==> config.mk <==
export PLATFORM = sky130hd
export DESIGN_NAME = usb_ctrl_regs
export DESIGN_NICKNAME = d
export VERILOG_FILES = /design/src/usb_ctrl_pkg.sv /design/src/chan_reg_file.sv /design/src/usb_ctrl_regs.sv
export VERILOG_INCLUDE_DIRS = /design/src
export SDC_FILE = /design/constraint.sdc
export NUM_CORES = 2
export LEC_CHECK = 0
export BUFFER_PORTS_ARGS = -buffer_cell sky130_fd_sc_hd__clkbuf_2
export CAP_MARGIN = 0
export CORE_MARGIN = 2
export CORE_UTILIZATION = 30
export DETAILED_ROUTE_END_ITERATION = 8
export SYNTH_ARGS = -nofsm -noshare
export SYNTH_HDL_FRONTEND = slang
export SYNTH_HIERARCHICAL = 1
export SYNTH_SLANG_ARGS = --single-unit
==> constraint.sdc <==
create_clock -name clk_i -period 12.96 [get_ports clk_i]
set_input_delay 1.296 -clock clk_i [delete_from_list [all_inputs] [get_ports clk_i]]
set_output_delay 1.296 -clock clk_i [all_outputs]
set_load 0.005 [all_outputs]
==> src/usb_ctrl_cfg.svh <==
/*
  Constants of the endpoint-zero request interpreter.
  Assumes inclusion by bare name.
*/
`ifndef USB_CTRL_CFG_SVH
`define USB_CTRL_CFG_SVH

// request type bytes
`define RT_STD_DEV_IN 8'h80
`define RT_STD_IF_IN 8'h81
`define RT_STD_EP_IN 8'h82
`define RT_STD_DEV_OUT 8'h00
`define RT_STD_EP_OUT 8'h02
`define RT_CLASS_OUT 8'h21
`define RT_CLASS_IN 8'hA1
`define RT_VENDOR_OUT 8'h40
`define RT_VENDOR_IN 8'hC0

// request codes
`define RQ_GET_STATUS 8'h00
`define RQ_CLEAR_FEATURE 8'h01
`define RQ_SET_FEATURE 8'h03
`define RQ_SET_ADDRESS 8'h05
`define RQ_GET_CONFIGURATION 8'h08
`define RQ_SET_CONFIGURATION 8'h09
`define RQ_GET_INTERFACE 8'h0A
`define RQ_SET_LINE_CODING 8'h20
`define RQ_GET_LINE_CODING 8'h21
`define RQ_SET_CONTROL_LINES 8'h22
`define RQ_SEND_BREAK 8'h23
`define RQ_VENDOR_REGISTER_WRITE 8'h00
`define RQ_VENDOR_REGISTER_READ_BURST 8'h01

// feature selectors
`define FEAT_EP_HALT 16'h0000
`define FEAT_REMOTE_WAKE 16'h0001
`define FEAT_TEST_MODE 16'h0002

// register block numbers
`define BLK_CHANNEL_A 8'h00
`define BLK_CHANNEL_B 8'h01
`define BLK_MANAGER 8'h04
`define BLK_EEPROM 8'h65
`define BLK_CUSTOM 8'h66

// manager block offsets and fields
`define OFF_FIFO_ENABLE_CHANNEL_A 8'h10
`define OFF_FIFO_ENABLE_CHANNEL_B 8'h11
`define OFF_RX_FIFO_FLUSH_CHANNEL_A 8'h18
`define OFF_RX_FIFO_FLUSH_CHANNEL_B 8'h19
`define OFF_TX_FIFO_FLUSH_CHANNEL_A 8'h1C
`define OFF_TX_FIFO_FLUSH_CHANNEL_B 8'h1D
`define FIFO_EN_TX_BIT 0
`define FIFO_EN_RX_BIT 1

// channel uart enable
`define OFF_UART_ENABLE 5'h03
`define UART_EN_TX_BIT 0
`define UART_EN_RX_BIT 1

// custom block offsets and fields
`define OFF_CUSTOM_CHANNEL_A 8'h00
`define OFF_CUSTOM_CHANNEL_B 8'h01
`define CUS_WIDE_BIT 0
`define CUS_LOW_LATENCY_BIT 1
`define CUS_INT_PACKET_BIT 2

// reply lengths and line coding
`define LINE_CODING_LEN 16'h0007
`define STATUS_LEN 16'h0002
`define SINGLE_LEN 16'h0001
`define LOW_LATENCY_BAUD 32'd46921
`define LC_RESET_BAUD 32'h0000_2580
`define LC_RESET_STOP 8'h00
`define LC_RESET_PARITY 8'h00
`define LC_RESET_BITS 8'h08

`endif

==> src/usb_ctrl_pkg.sv <==
/*
  Types shared by the endpoint-zero request interpreter.
  Assumes usb_ctrl_cfg.svh is on the include path.
*/
`include "usb_ctrl_cfg.svh"

package usb_ctrl_pkg;

  // control transfer sequencer
  typedef enum logic [2:0] {
    ST_IDLE = 3'b000,
    ST_OUT = 3'b001,
    ST_FETCH = 3'b010,
    ST_WAIT = 3'b011,
    ST_SEND = 3'b100,
    ST_EE_WR = 3'b101
  } fsm_t;

  // one channel's line coding
  typedef struct packed {
    logic [31:0] baud;
    logic [7:0] stop;
    logic [7:0] parity;
    logic [7:0] bits;
  } line_coding_t;

endpackage

==> src/chan_reg_file.sv <==
/*
  Byte register file of one channel, registered read.
  Assumes same-clock writes and addresses.
*/
`timescale 1ns/10ps
`default_nettype none
`include "usb_ctrl_cfg.svh"

module chan_reg_file #(
  parameter int ADDR_W = 5
) (
  input wire logic clk_i,
  input wire logic rst_i,
  input wire logic we_i,
  input wire logic [ADDR_W-1:0] waddr_i,
  input wire logic [7:0] wdata_i,
  input wire logic [ADDR_W-1:0] raddr_i,
  output logic [7:0] rdata_o,
  output logic tx_en_o,
  output logic rx_en_o
);

  typedef struct packed {
    logic [(1<<ADDR_W)-1:0][7:0] mem;
    logic [7:0] rdata;
  } chan_state_t;

  chan_state_t q, d;

  // write, registered read
  always_comb begin
    d = q;
    if (we_i) begin
      d.mem[waddr_i] = wdata_i;
      if (waddr_i == `OFF_UART_ENABLE) begin
        d.mem[waddr_i] = {6'h00, wdata_i[1:0]}; // reserved bits stay zero
      end
    end
    d.rdata = q.mem[raddr_i];
  end

  always_ff @(posedge clk_i) begin
    if (rst_i) begin
      q <= '0;
    end else begin
      q <= d;
    end
  end

  assign rdata_o = q.rdata;
  assign tx_en_o = q.mem[`OFF_UART_ENABLE][`UART_EN_TX_BIT];
  assign rx_en_o = q.mem[`OFF_UART_ENABLE][`UART_EN_RX_BIT];

endmodule // chan_reg_file

`default_nettype wire

==> src/usb_ctrl_regs.sv <==
/*
  Endpoint-zero request interpreter of a two-channel usb uart bridge.
  Assumes a same-clock usb engine gives setup fields and data bytes.
*/
// Function
// - Vendor write (0x40, 0) puts the value low byte at the indexed block and offset.
// - Vendor read (0xC0, 1) returns length consecutive registers.
// - Block 0 is channel A, block 1 channel B.
// - Block 4 is the manager with the fifo enables.
// - Block 0x65 goes out to the eeprom port.
// - Block 0x66 holds wide, low latency and interrupt packet enables.
// - Vendor requests are the register access; set line coding also sets the low latency bit below 46921 baud and clears it otherwise.
// - Manager 0x10/0x11 are fifo enables, bit 0 tx, bit 1 rx.
// - Nonzero writes to 0x18/0x19 (rx) or 0x1C/0x1D (tx) flush that fifo.
// - Set line coding (0x21, 32, 7 bytes) to interface 0/2/4/6 sets the format.
// - Get line coding (0xA1, 33) returns the 7 format bytes.
// - Set control lines (0x21, 34) drives the modem outputs.
// - Send break (0x21, 35) requests a break of the value duration.
// - Get status (0x80, 0) returns remote wakeup and self powered.
// - Uart enable bit 0 turns tx on, bit 1 rx.
`timescale 1ns/10ps
`default_nettype none
`include "usb_ctrl_cfg.svh"

module usb_ctrl_regs (
  input wire logic clk_i,
  input wire logic rst_i,
  input wire logic setup_valid_i,
  input wire logic [7:0] request_type_i,
  input wire logic [7:0] request_i,
  input wire logic [15:0] value_i,
  input wire logic [15:0] index_i,
  input wire logic [15:0] length_i,
  input wire logic out_valid_i,
  input wire logic [7:0] out_data_i,
  input wire logic in_ready_i,
  input wire logic self_powered_i,
  input wire logic ee_ack_i,
  input wire logic [7:0] ee_rdata_i,
  output logic in_valid_o,
  output logic [7:0] in_data_o,
  output logic in_last_o,
  output logic status_ack_o,
  output logic stall_o,
  output logic ee_req_o,
  output logic ee_we_o,
  output logic [7:0] ee_addr_o,
  output logic [7:0] ee_wdata_o,
  output logic [1:0] fifo_tx_en_o,
  output logic [1:0] fifo_rx_en_o,
  output logic [1:0] rx_flush_o,
  output logic [1:0] tx_flush_o,
  output logic [1:0] uart_tx_en_o,
  output logic [1:0] uart_rx_en_o,
  output usb_ctrl_pkg::line_coding_t [1:0] line_coding_o,
  output logic [1:0][1:0] modem_ctrl_o,
  output logic [1:0] break_req_o,
  output logic [1:0][15:0] break_duration_o,
  output logic [1:0] wide_mode_o,
  output logic [1:0] low_latency_o,
  output logic [1:0] int_packet_o,
  output logic remote_wake_en_o,
  output logic [6:0] usb_address_o,
  output logic [7:0] configuration_o,
  output logic [15:0] ep_halt_o,
  output logic [7:0] test_selector_o
);
  import usb_ctrl_pkg::*;

  localparam line_coding_t LC_RESET = '{`LC_RESET_BAUD, `LC_RESET_STOP, `LC_RESET_PARITY, `LC_RESET_BITS};

  typedef struct packed {
    fsm_t fsm;
    logic rd_reg;
    logic [7:0] blk;
    logic [7:0] off;
    logic [15:0] remain;
    logic [2:0] bidx;
    logic [6:0][7:0] rbuf;
    logic [7:0] in_data;
    logic in_valid;
    logic in_last;
    logic status_ack;
    logic stall;
    logic [2:0] out_cnt;
    logic out_ch;
    line_coding_t [1:0] lc;
    logic [1:0][1:0] fifo_en;
    logic [1:0] rx_flush;
    logic [1:0] tx_flush;
    logic [1:0][2:0] custom;
    logic [1:0][1:0] modem;
    logic [1:0] brk_req;
    logic [1:0][15:0] brk_dur;
    logic remote_wake;
    logic [6:0] usb_addr;
    logic [7:0] config_val;
    logic [15:0] ep_halt;
    logic [7:0] test_sel;
    logic ee_req;
    logic ee_we;
    logic [7:0] ee_addr;
    logic [7:0] ee_wdata;
    logic [1:0] cw_en;
    logic [4:0] cw_addr;
    logic [7:0] cw_data;
  } ctl_state_t;

  ctl_state_t q, d;
  logic [1:0][7:0] ch_rdata;
  logic [1:0] ch_tx_en;
  logic [1:0] ch_rx_en;

  // one register file per channel
  for (genvar c = 0; c < 2; c++) begin : g_chan
    chan_reg_file #(
      .ADDR_W(5)
    ) u_chan (
      .clk_i(clk_i),
      .rst_i(rst_i),
      .we_i(q.cw_en[c]),
      .waddr_i(q.cw_addr),
      .wdata_i(q.cw_data),
      .raddr_i(q.off[4:0]),
      .rdata_o(ch_rdata[c]),
      .tx_en_o(ch_tx_en[c]),
      .rx_en_o(ch_rx_en[c])
    );
  end

  // request decode
  always_comb begin
    logic [15:0] rep_n;
    logic rep_go;
    logic ack_go;
    logic stall_go;
    logic ch;
    logic if_ok;
    logic [7:0] rbyte;
    line_coding_t lc_new;
    rep_n = 16'h0000;
    rep_go = 1'b0;
    ack_go = 1'b0;
    stall_go = 1'b0;
    ch = index_i[1];
    if_ok = (index_i[15:3] == 13'h0000) && !index_i[0];
    rbyte = 8'h00;
    lc_new = q.lc[q.out_ch];
    d = q;
    d.status_ack = 1'b0;
    d.stall = 1'b0;
    d.rx_flush = 2'b00;
    d.tx_flush = 2'b00;
    d.brk_req = 2'b00;
    d.cw_en = 2'b00;
    if (setup_valid_i) begin
      // a new setup aborts any transfer
      d.fsm = ST_IDLE;
      d.in_valid = 1'b0;
      d.in_last = 1'b0;
      d.ee_req = 1'b0;
      d.rbuf = '0;
      unique case ({request_type_i, request_i})
        {`RT_STD_DEV_IN, `RQ_GET_STATUS}: begin
          d.rbuf[0] = {6'h00, q.remote_wake, self_powered_i};
          rep_n = `STATUS_LEN;
          rep_go = 1'b1;
        end
        {`RT_STD_IF_IN, `RQ_GET_STATUS}: begin
          rep_n = `STATUS_LEN;
          rep_go = 1'b1;
        end
        {`RT_STD_EP_IN, `RQ_GET_STATUS}: begin
          d.rbuf[0] = {7'h00, q.ep_halt[{index_i[7], index_i[2:0]}]};
          rep_n = `STATUS_LEN;
          rep_go = 1'b1;
        end
        {`RT_STD_DEV_OUT, `RQ_CLEAR_FEATURE}, {`RT_STD_DEV_OUT, `RQ_SET_FEATURE}: begin
          if (value_i == `FEAT_REMOTE_WAKE) begin
            d.remote_wake = (request_i == `RQ_SET_FEATURE);
            ack_go = 1'b1;
          end else if (value_i == `FEAT_TEST_MODE && request_i == `RQ_SET_FEATURE) begin
            d.test_sel = index_i[15:8];
            ack_go = 1'b1;
          end else begin
            stall_go = 1'b1;
          end
        end
        {`RT_STD_EP_OUT, `RQ_CLEAR_FEATURE}, {`RT_STD_EP_OUT, `RQ_SET_FEATURE}: begin
          if (value_i == `FEAT_EP_HALT) begin
            d.ep_halt[{index_i[7], index_i[2:0]}] = (request_i == `RQ_SET_FEATURE);
            ack_go = 1'b1;
          end else begin
            stall_go = 1'b1;
          end
        end
        {`RT_STD_DEV_OUT, `RQ_SET_ADDRESS}: begin
          d.usb_addr = value_i[6:0];
          ack_go = 1'b1;
        end
        {`RT_STD_DEV_IN, `RQ_GET_CONFIGURATION}: begin
          d.rbuf[0] = q.config_val;
          rep_n = `SINGLE_LEN;
          rep_go = 1'b1;
        end
        {`RT_STD_DEV_OUT, `RQ_SET_CONFIGURATION}: begin
          d.config_val = value_i[7:0];
          ack_go = 1'b1;
        end
        {`RT_STD_IF_IN, `RQ_GET_INTERFACE}: begin
          rep_n = `SINGLE_LEN;
          rep_go = 1'b1;
        end
        {`RT_CLASS_OUT, `RQ_SET_LINE_CODING}: begin
          if (if_ok && length_i == `LINE_CODING_LEN) begin
            d.out_ch = ch;
            d.out_cnt = 3'h0;
            d.fsm = ST_OUT;
          end else begin
            stall_go = 1'b1;
          end
        end
        {`RT_CLASS_IN, `RQ_GET_LINE_CODING}: begin
          d.rbuf = {q.lc[ch].bits, q.lc[ch].parity, q.lc[ch].stop, q.lc[ch].baud[31:24],
                    q.lc[ch].baud[23:16], q.lc[ch].baud[15:8], q.lc[ch].baud[7:0]};
          rep_n = `LINE_CODING_LEN;
          rep_go = if_ok;
          stall_go = !if_ok;
        end
        {`RT_CLASS_OUT, `RQ_SET_CONTROL_LINES}: begin
          if (if_ok) begin
            d.modem[ch] = value_i[1:0];
          end
          ack_go = if_ok;
          stall_go = !if_ok;
        end
        {`RT_CLASS_OUT, `RQ_SEND_BREAK}: begin
          if (if_ok) begin
            d.brk_dur[ch] = value_i;
            d.brk_req[ch] = 1'b1;
          end
          ack_go = if_ok;
          stall_go = !if_ok;
        end
        {`RT_VENDOR_OUT, `RQ_VENDOR_REGISTER_WRITE}: begin
          ack_go = 1'b1;
          unique case (index_i[15:8])
            `BLK_CHANNEL_A, `BLK_CHANNEL_B: begin
              // offsets past the channel file are ignored
              d.cw_en[index_i[8]] = (index_i[7:5] == 3'h0);
              d.cw_addr = index_i[4:0];
              d.cw_data = value_i[7:0];
            end
            `BLK_MANAGER: begin
              unique case (index_i[7:0])
                `OFF_FIFO_ENABLE_CHANNEL_A: d.fifo_en[0] = value_i[1:0];
                `OFF_FIFO_ENABLE_CHANNEL_B: d.fifo_en[1] = value_i[1:0];
                `OFF_RX_FIFO_FLUSH_CHANNEL_A: d.rx_flush[0] = (value_i[7:0] != 8'h00);
                `OFF_RX_FIFO_FLUSH_CHANNEL_B: d.rx_flush[1] = (value_i[7:0] != 8'h00);
                `OFF_TX_FIFO_FLUSH_CHANNEL_A: d.tx_flush[0] = (value_i[7:0] != 8'h00);
                `OFF_TX_FIFO_FLUSH_CHANNEL_B: d.tx_flush[1] = (value_i[7:0] != 8'h00);
                default: ;
              endcase
            end
            `BLK_CUSTOM: begin
              if (index_i[7:1] == 7'h00) begin
                d.custom[index_i[0]] = value_i[2:0];
              end
            end
            `BLK_EEPROM: begin
              // ack waits for the eeprom port
              ack_go = 1'b0;
              d.ee_req = 1'b1;
              d.ee_we = 1'b1;
              d.ee_addr = index_i[7:0];
              d.ee_wdata = value_i[7:0];
              d.fsm = ST_EE_WR;
            end
            default: begin
              ack_go = 1'b0;
              stall_go = 1'b1;
            end
          endcase
        end
        {`RT_VENDOR_IN, `RQ_VENDOR_REGISTER_READ_BURST}: begin
          unique case (index_i[15:8])
            `BLK_CHANNEL_A, `BLK_CHANNEL_B, `BLK_MANAGER, `BLK_CUSTOM, `BLK_EEPROM: begin
              d.blk = index_i[15:8];
              d.off = index_i[7:0];
              rep_n = length_i;
              rep_go = 1'b1;
            end
            default: stall_go = 1'b1;
          endcase
        end
        default: stall_go = 1'b1;
      endcase
      // in stage, cut to host length
      if (rep_go) begin
        d.rd_reg = (request_type_i == `RT_VENDOR_IN);
        d.remain = (length_i < rep_n) ? length_i : rep_n;
        d.bidx = 3'h0;
        d.fsm = (d.remain == 16'h0000) ? ST_IDLE : ST_FETCH;
        ack_go = (d.remain == 16'h0000);
      end
      d.status_ack = ack_go;
      d.stall = stall_go;
    end else begin
      unique case (q.fsm)
        ST_IDLE: ;
        ST_OUT: begin
          // collect seven bytes
          if (out_valid_i) begin
            d.rbuf[q.out_cnt] = out_data_i;
            d.out_cnt = 3'(q.out_cnt + 3'h1);
            if (q.out_cnt == 3'h6) begin
              lc_new = '{{q.rbuf[3], q.rbuf[2], q.rbuf[1], q.rbuf[0]}, q.rbuf[4], q.rbuf[5], out_data_i};
              d.lc[q.out_ch] = lc_new;
              // slow rates would wait character times
              d.custom[q.out_ch][`CUS_LOW_LATENCY_BIT] = (lc_new.baud < `LOW_LATENCY_BAUD);
              d.status_ack = 1'b1;
              d.fsm = ST_IDLE;
            end
          end
        end
        ST_FETCH: begin
          if (q.rd_reg) begin
            d.ee_req = (q.blk == `BLK_EEPROM);
            d.ee_we = 1'b0;
            d.ee_addr = q.off;
            d.fsm = ST_WAIT;
          end else begin
            d.in_data = q.rbuf[q.bidx];
            d.in_valid = 1'b1;
            d.in_last = (q.remain == 16'h0001);
            d.fsm = ST_SEND;
          end
        end
        ST_WAIT: begin
          // channel data lags the offset a cycle
          unique case (q.blk)
            `BLK_CHANNEL_A, `BLK_CHANNEL_B: rbyte = (q.off[7:5] == 3'h0) ? ch_rdata[q.blk[0]] : 8'h00;
            `BLK_MANAGER: begin
              unique case (q.off)
                `OFF_FIFO_ENABLE_CHANNEL_A: rbyte = {6'h00, q.fifo_en[0]};
                `OFF_FIFO_ENABLE_CHANNEL_B: rbyte = {6'h00, q.fifo_en[1]};
                default: rbyte = 8'h00;
              endcase
            end
            `BLK_CUSTOM: rbyte = (q.off[7:1] == 7'h00) ? {5'h00, q.custom[q.off[0]]} : 8'h00;
            default: rbyte = ee_rdata_i;
          endcase
          if (q.blk != `BLK_EEPROM || ee_ack_i) begin
            d.ee_req = 1'b0;
            d.in_data = rbyte;
            d.in_valid = 1'b1;
            d.in_last = (q.remain == 16'h0001);
            d.fsm = ST_SEND;
          end
        end
        ST_SEND: begin
          if (in_ready_i) begin
            d.in_valid = 1'b0;
            d.in_last = 1'b0;
            d.remain = 16'(q.remain - 16'h0001);
            d.bidx = 3'(q.bidx + 3'h1);
            d.off = 8'(q.off + 8'h01);
            d.fsm = (q.remain == 16'h0001) ? ST_IDLE : ST_FETCH;
            d.status_ack = (q.remain == 16'h0001);
          end
        end
        ST_EE_WR: begin
          if (ee_ack_i) begin
            d.ee_req = 1'b0;
            d.status_ack = 1'b1;
            d.fsm = ST_IDLE;
          end
        end
        default: d.fsm = ST_IDLE;
      endcase
    end
  end

  // synchronous reset; line coding comes up at 9600 8N1
  always_ff @(posedge clk_i) begin
    if (rst_i) begin
      q <= '0;
      q.lc <= {LC_RESET, LC_RESET};
    end else begin
      q <= d;
    end
  end

  // registered outputs
  assign in_valid_o = q.in_valid;
  assign in_data_o = q.in_data;
  assign in_last_o = q.in_last;
  assign status_ack_o = q.status_ack;
  assign stall_o = q.stall;
  assign ee_req_o = q.ee_req;
  assign ee_we_o = q.ee_we;
  assign ee_addr_o = q.ee_addr;
  assign ee_wdata_o = q.ee_wdata;
  assign fifo_tx_en_o = {q.fifo_en[1][`FIFO_EN_TX_BIT], q.fifo_en[0][`FIFO_EN_TX_BIT]};
  assign fifo_rx_en_o = {q.fifo_en[1][`FIFO_EN_RX_BIT], q.fifo_en[0][`FIFO_EN_RX_BIT]};
  assign rx_flush_o = q.rx_flush;
  assign tx_flush_o = q.tx_flush;
  assign uart_tx_en_o = ch_tx_en;
  assign uart_rx_en_o = ch_rx_en;
  assign line_coding_o = q.lc;
  assign modem_ctrl_o = q.modem;
  assign break_req_o = q.brk_req;
  assign break_duration_o = q.brk_dur;
  assign wide_mode_o = {q.custom[1][`CUS_WIDE_BIT], q.custom[0][`CUS_WIDE_BIT]};
  assign low_latency_o = {q.custom[1][`CUS_LOW_LATENCY_BIT], q.custom[0][`CUS_LOW_LATENCY_BIT]};
  assign int_packet_o = {q.custom[1][`CUS_INT_PACKET_BIT], q.custom[0][`CUS_INT_PACKET_BIT]};
  assign remote_wake_en_o = q.remote_wake;
  assign usb_address_o = q.usb_addr;
  assign configuration_o = q.config_val;
  assign ep_halt_o = q.ep_halt;
  assign test_selector_o = q.test_sel;

endmodule // usb_ctrl_regs

`default_nettype wire

==> run metrics <==
maximum number of pins on one net before global-route repair=233; Rows=137; Inst Count DP=6374; Post-synth ARST share=0%; core area=139000 sq um; CTS max path bufs=3; Clk Latency, worst-skew pair=690 ps; slew margin rel.=19.8%; worst-margin pin slew=1200 ps; Final Slew Violations=0; first-pass GRT wire length=209000 microns; full die area=143000 sq um; GRT Util Overall=18.9%; CP endpoint kind=register; global route overflow=0; # resized after CTS=0; Routed wire per std cell=21.5 microns; die width=378 microns; post-route minimum period=4930 ps; Post-CTS Hold Fix Bufs=0; cell chain of the critical path=clkbuf_2 -> nor4_1 -> nand2_1 -> or4_1 -> nor3_2 -> buf_4 -> nand2_1 -> ha_1 -> and3_1 -> nand3_1 -> or4_1 -> a2111oi_1 -> or2_4 -> a21oi_2 -> a22oi_1 -> o22ai_1; Vias/cell=5.32; fin area=46000 sq um; clk slew on worst S/H paths=70 ps; Worst Path Arrival=5450 ps; H-tree depth=3; Setup TNS=0 ps; Leak=17.8 nW; post-route antenna net violation count=0; vias=34741; CP Max Fanout=20; RSZ-0062 raised after global routing=false; Hold Fails Final Rpt=0; Area Overhead vs Synth=9.63%; Root Buffer Master=clkbuf_16; synth unique cells=98; # nets final=4698; CTS tree=done; Placed Area=43000 sq um; class of the worst hold path=reg2reg; Max IR drop VDD=0.104 mV; Post CTS Setup Buffer Count=0; final WL=141000 microns; sequential area share after synthesis=41.8%; number of port buffers=324; status=completed; vias in the first global route=32280; most frequent cells in the layout=dfxtp_1, nand2_1, a21oi_1; clock sink count=876; most common cell after layout, fill and taps aside=dfxtp_1; drt first pass iters=6; Post-synth EDFFs=0; yosys synthesis warning count=6; Final setup viols=0; f_max=203 MHz; IO Count=325; antenna violations before repair=4; Req. time, crit path=13480 ps; Yosys reg bits=876; cell area after synthesis=41900 sq um; post-synth top area share=41.8%; critical path's slowest cell=nor4_1; syn nets=4841; DP HPWL=94500 microns; post-synth top area cell=dfxtp_1; Hold Slack=450 ps; Area contributors post-synth=dfxtp_1, mux2i_1, nand2_1; Iter 0 DRT Violations=3649; Max Cap Violations=0; PwrDens=121 nW/um^2; Fill cells=14525; fin crit share=38.0%; die span in y=378 microns; share of cells above drive strength 1=14.3%; nature of the critical path startpoint=input pin; non-filler cells, final=6536; number of remaining DRC errors=0; CP max stage delay=580 ps; Mean Syn Cell Area=8.87 sq um; critical path class=in2reg; Gate Count Post-Synth=4731; total CTS buffers=88; Placer Congestion=0.896; initial cell density of the core=30.1%; Synth Flop Type=dfxtp_1; clk_skew=28.3 ps
==> cells in the mapped netlist, types with 19 or more instances <==
cell	number
a211oi_1	24
a21oi_1	525
a221oi_1	20
a22oi_1	30
a31oi_1	27
and2_1	23
and3_1	19
buf_1	24
buf_2	37
buf_4	247
clkbuf_1	289
dfxtp_1	876
ha_1	23
mux2i_1	433
mux4_1	79
mux4_2	45
nand2_1	740
nand3_1	121
nand4_1	23
nor2_1	386
nor3_1	45
nor4_1	20
o21ai_0	319
o22ai_1	57
==> final cells by class <==
type                    count  area, sq um  area share (%)
clock buffers             121         2510            5.45
multi-input cells        3208        20800            45.3
clock inverters            39          495            1.08
well taps                1876         2350            5.10
inverters                  19         71.3           0.155
diodes                      2         5.00          0.0109
repair buffers            395         2190            4.77
flip-flops and latches    876        17500            38.2
==> per-layer routing <==
| layer | vias up | global-route usage (%) | routed length [microns] |
|---|---|---|---|
| met5 | - | 0 | 13 |
| met4 | 2 | 6.71 | 4390 |
| met3 | 221 | 4.16 | 12200 |
| met2 | 1374 | 30.3 | 64500 |
| met1 | 16982 | 24.8 | 59600 |
| li1 | 16162 | - | - |
==> worst max-delay path, delay by kind of cell <==
family	cells	cell delay, ps
buffers and inverters	2	390
adder cells (fa/ha/maj)	1	280
AND/OR/NAND/NOR	9	2490
AO/OA/AOI/OAI	4	970
==> cell families after synthesis <==
| kind of cell | share of synthesized area, % |
|---|---|
| flip-flops | 41.8 |
| XOR/XNOR | 0.125 |
| buffers and inverters | 8.79 |
| AND/OR/NAND/NOR | 15.9 |
| multiplexers | 18.1 |
| AO/OA/AOI/OAI | 14.6 |
| adder cells (fa/ha/maj) | 0.710 |
==> report_power, final <==
group | switching [mW] | leakage [nW] | internal [mW]
sequential | 0.00969 | 7.06 | 2.70
clock | 1.13 | 1.48 | 1.54
combinational | 0.151 | 9.24 | 0.0526
==> path summary, 6_finish.rpt <==
check                  to    startpoint  slack, ps  depth (start not counted)
max                q[322]  request_i[4]       8030                         16
min              register      register        450                          2
max reg2reg  in_data_o[6]        q[346]       9670                          7
min reg2reg      register      register        450                          2
==> stage by stage <==
stage          worst slack [ps]  power, mW  util (%)
3_5_place_dp               7420       2.96      30.9
6_report                   8030       5.59      33.0
5_1_grt                    7740       5.74      33.0
4_1_cts                    8120       5.63      33.0
2_1_floorplan              7730       2.89         -
3_3_place_gp               7470       2.96      30.9
No activity file was read; power rests on OpenSTA's default activity.
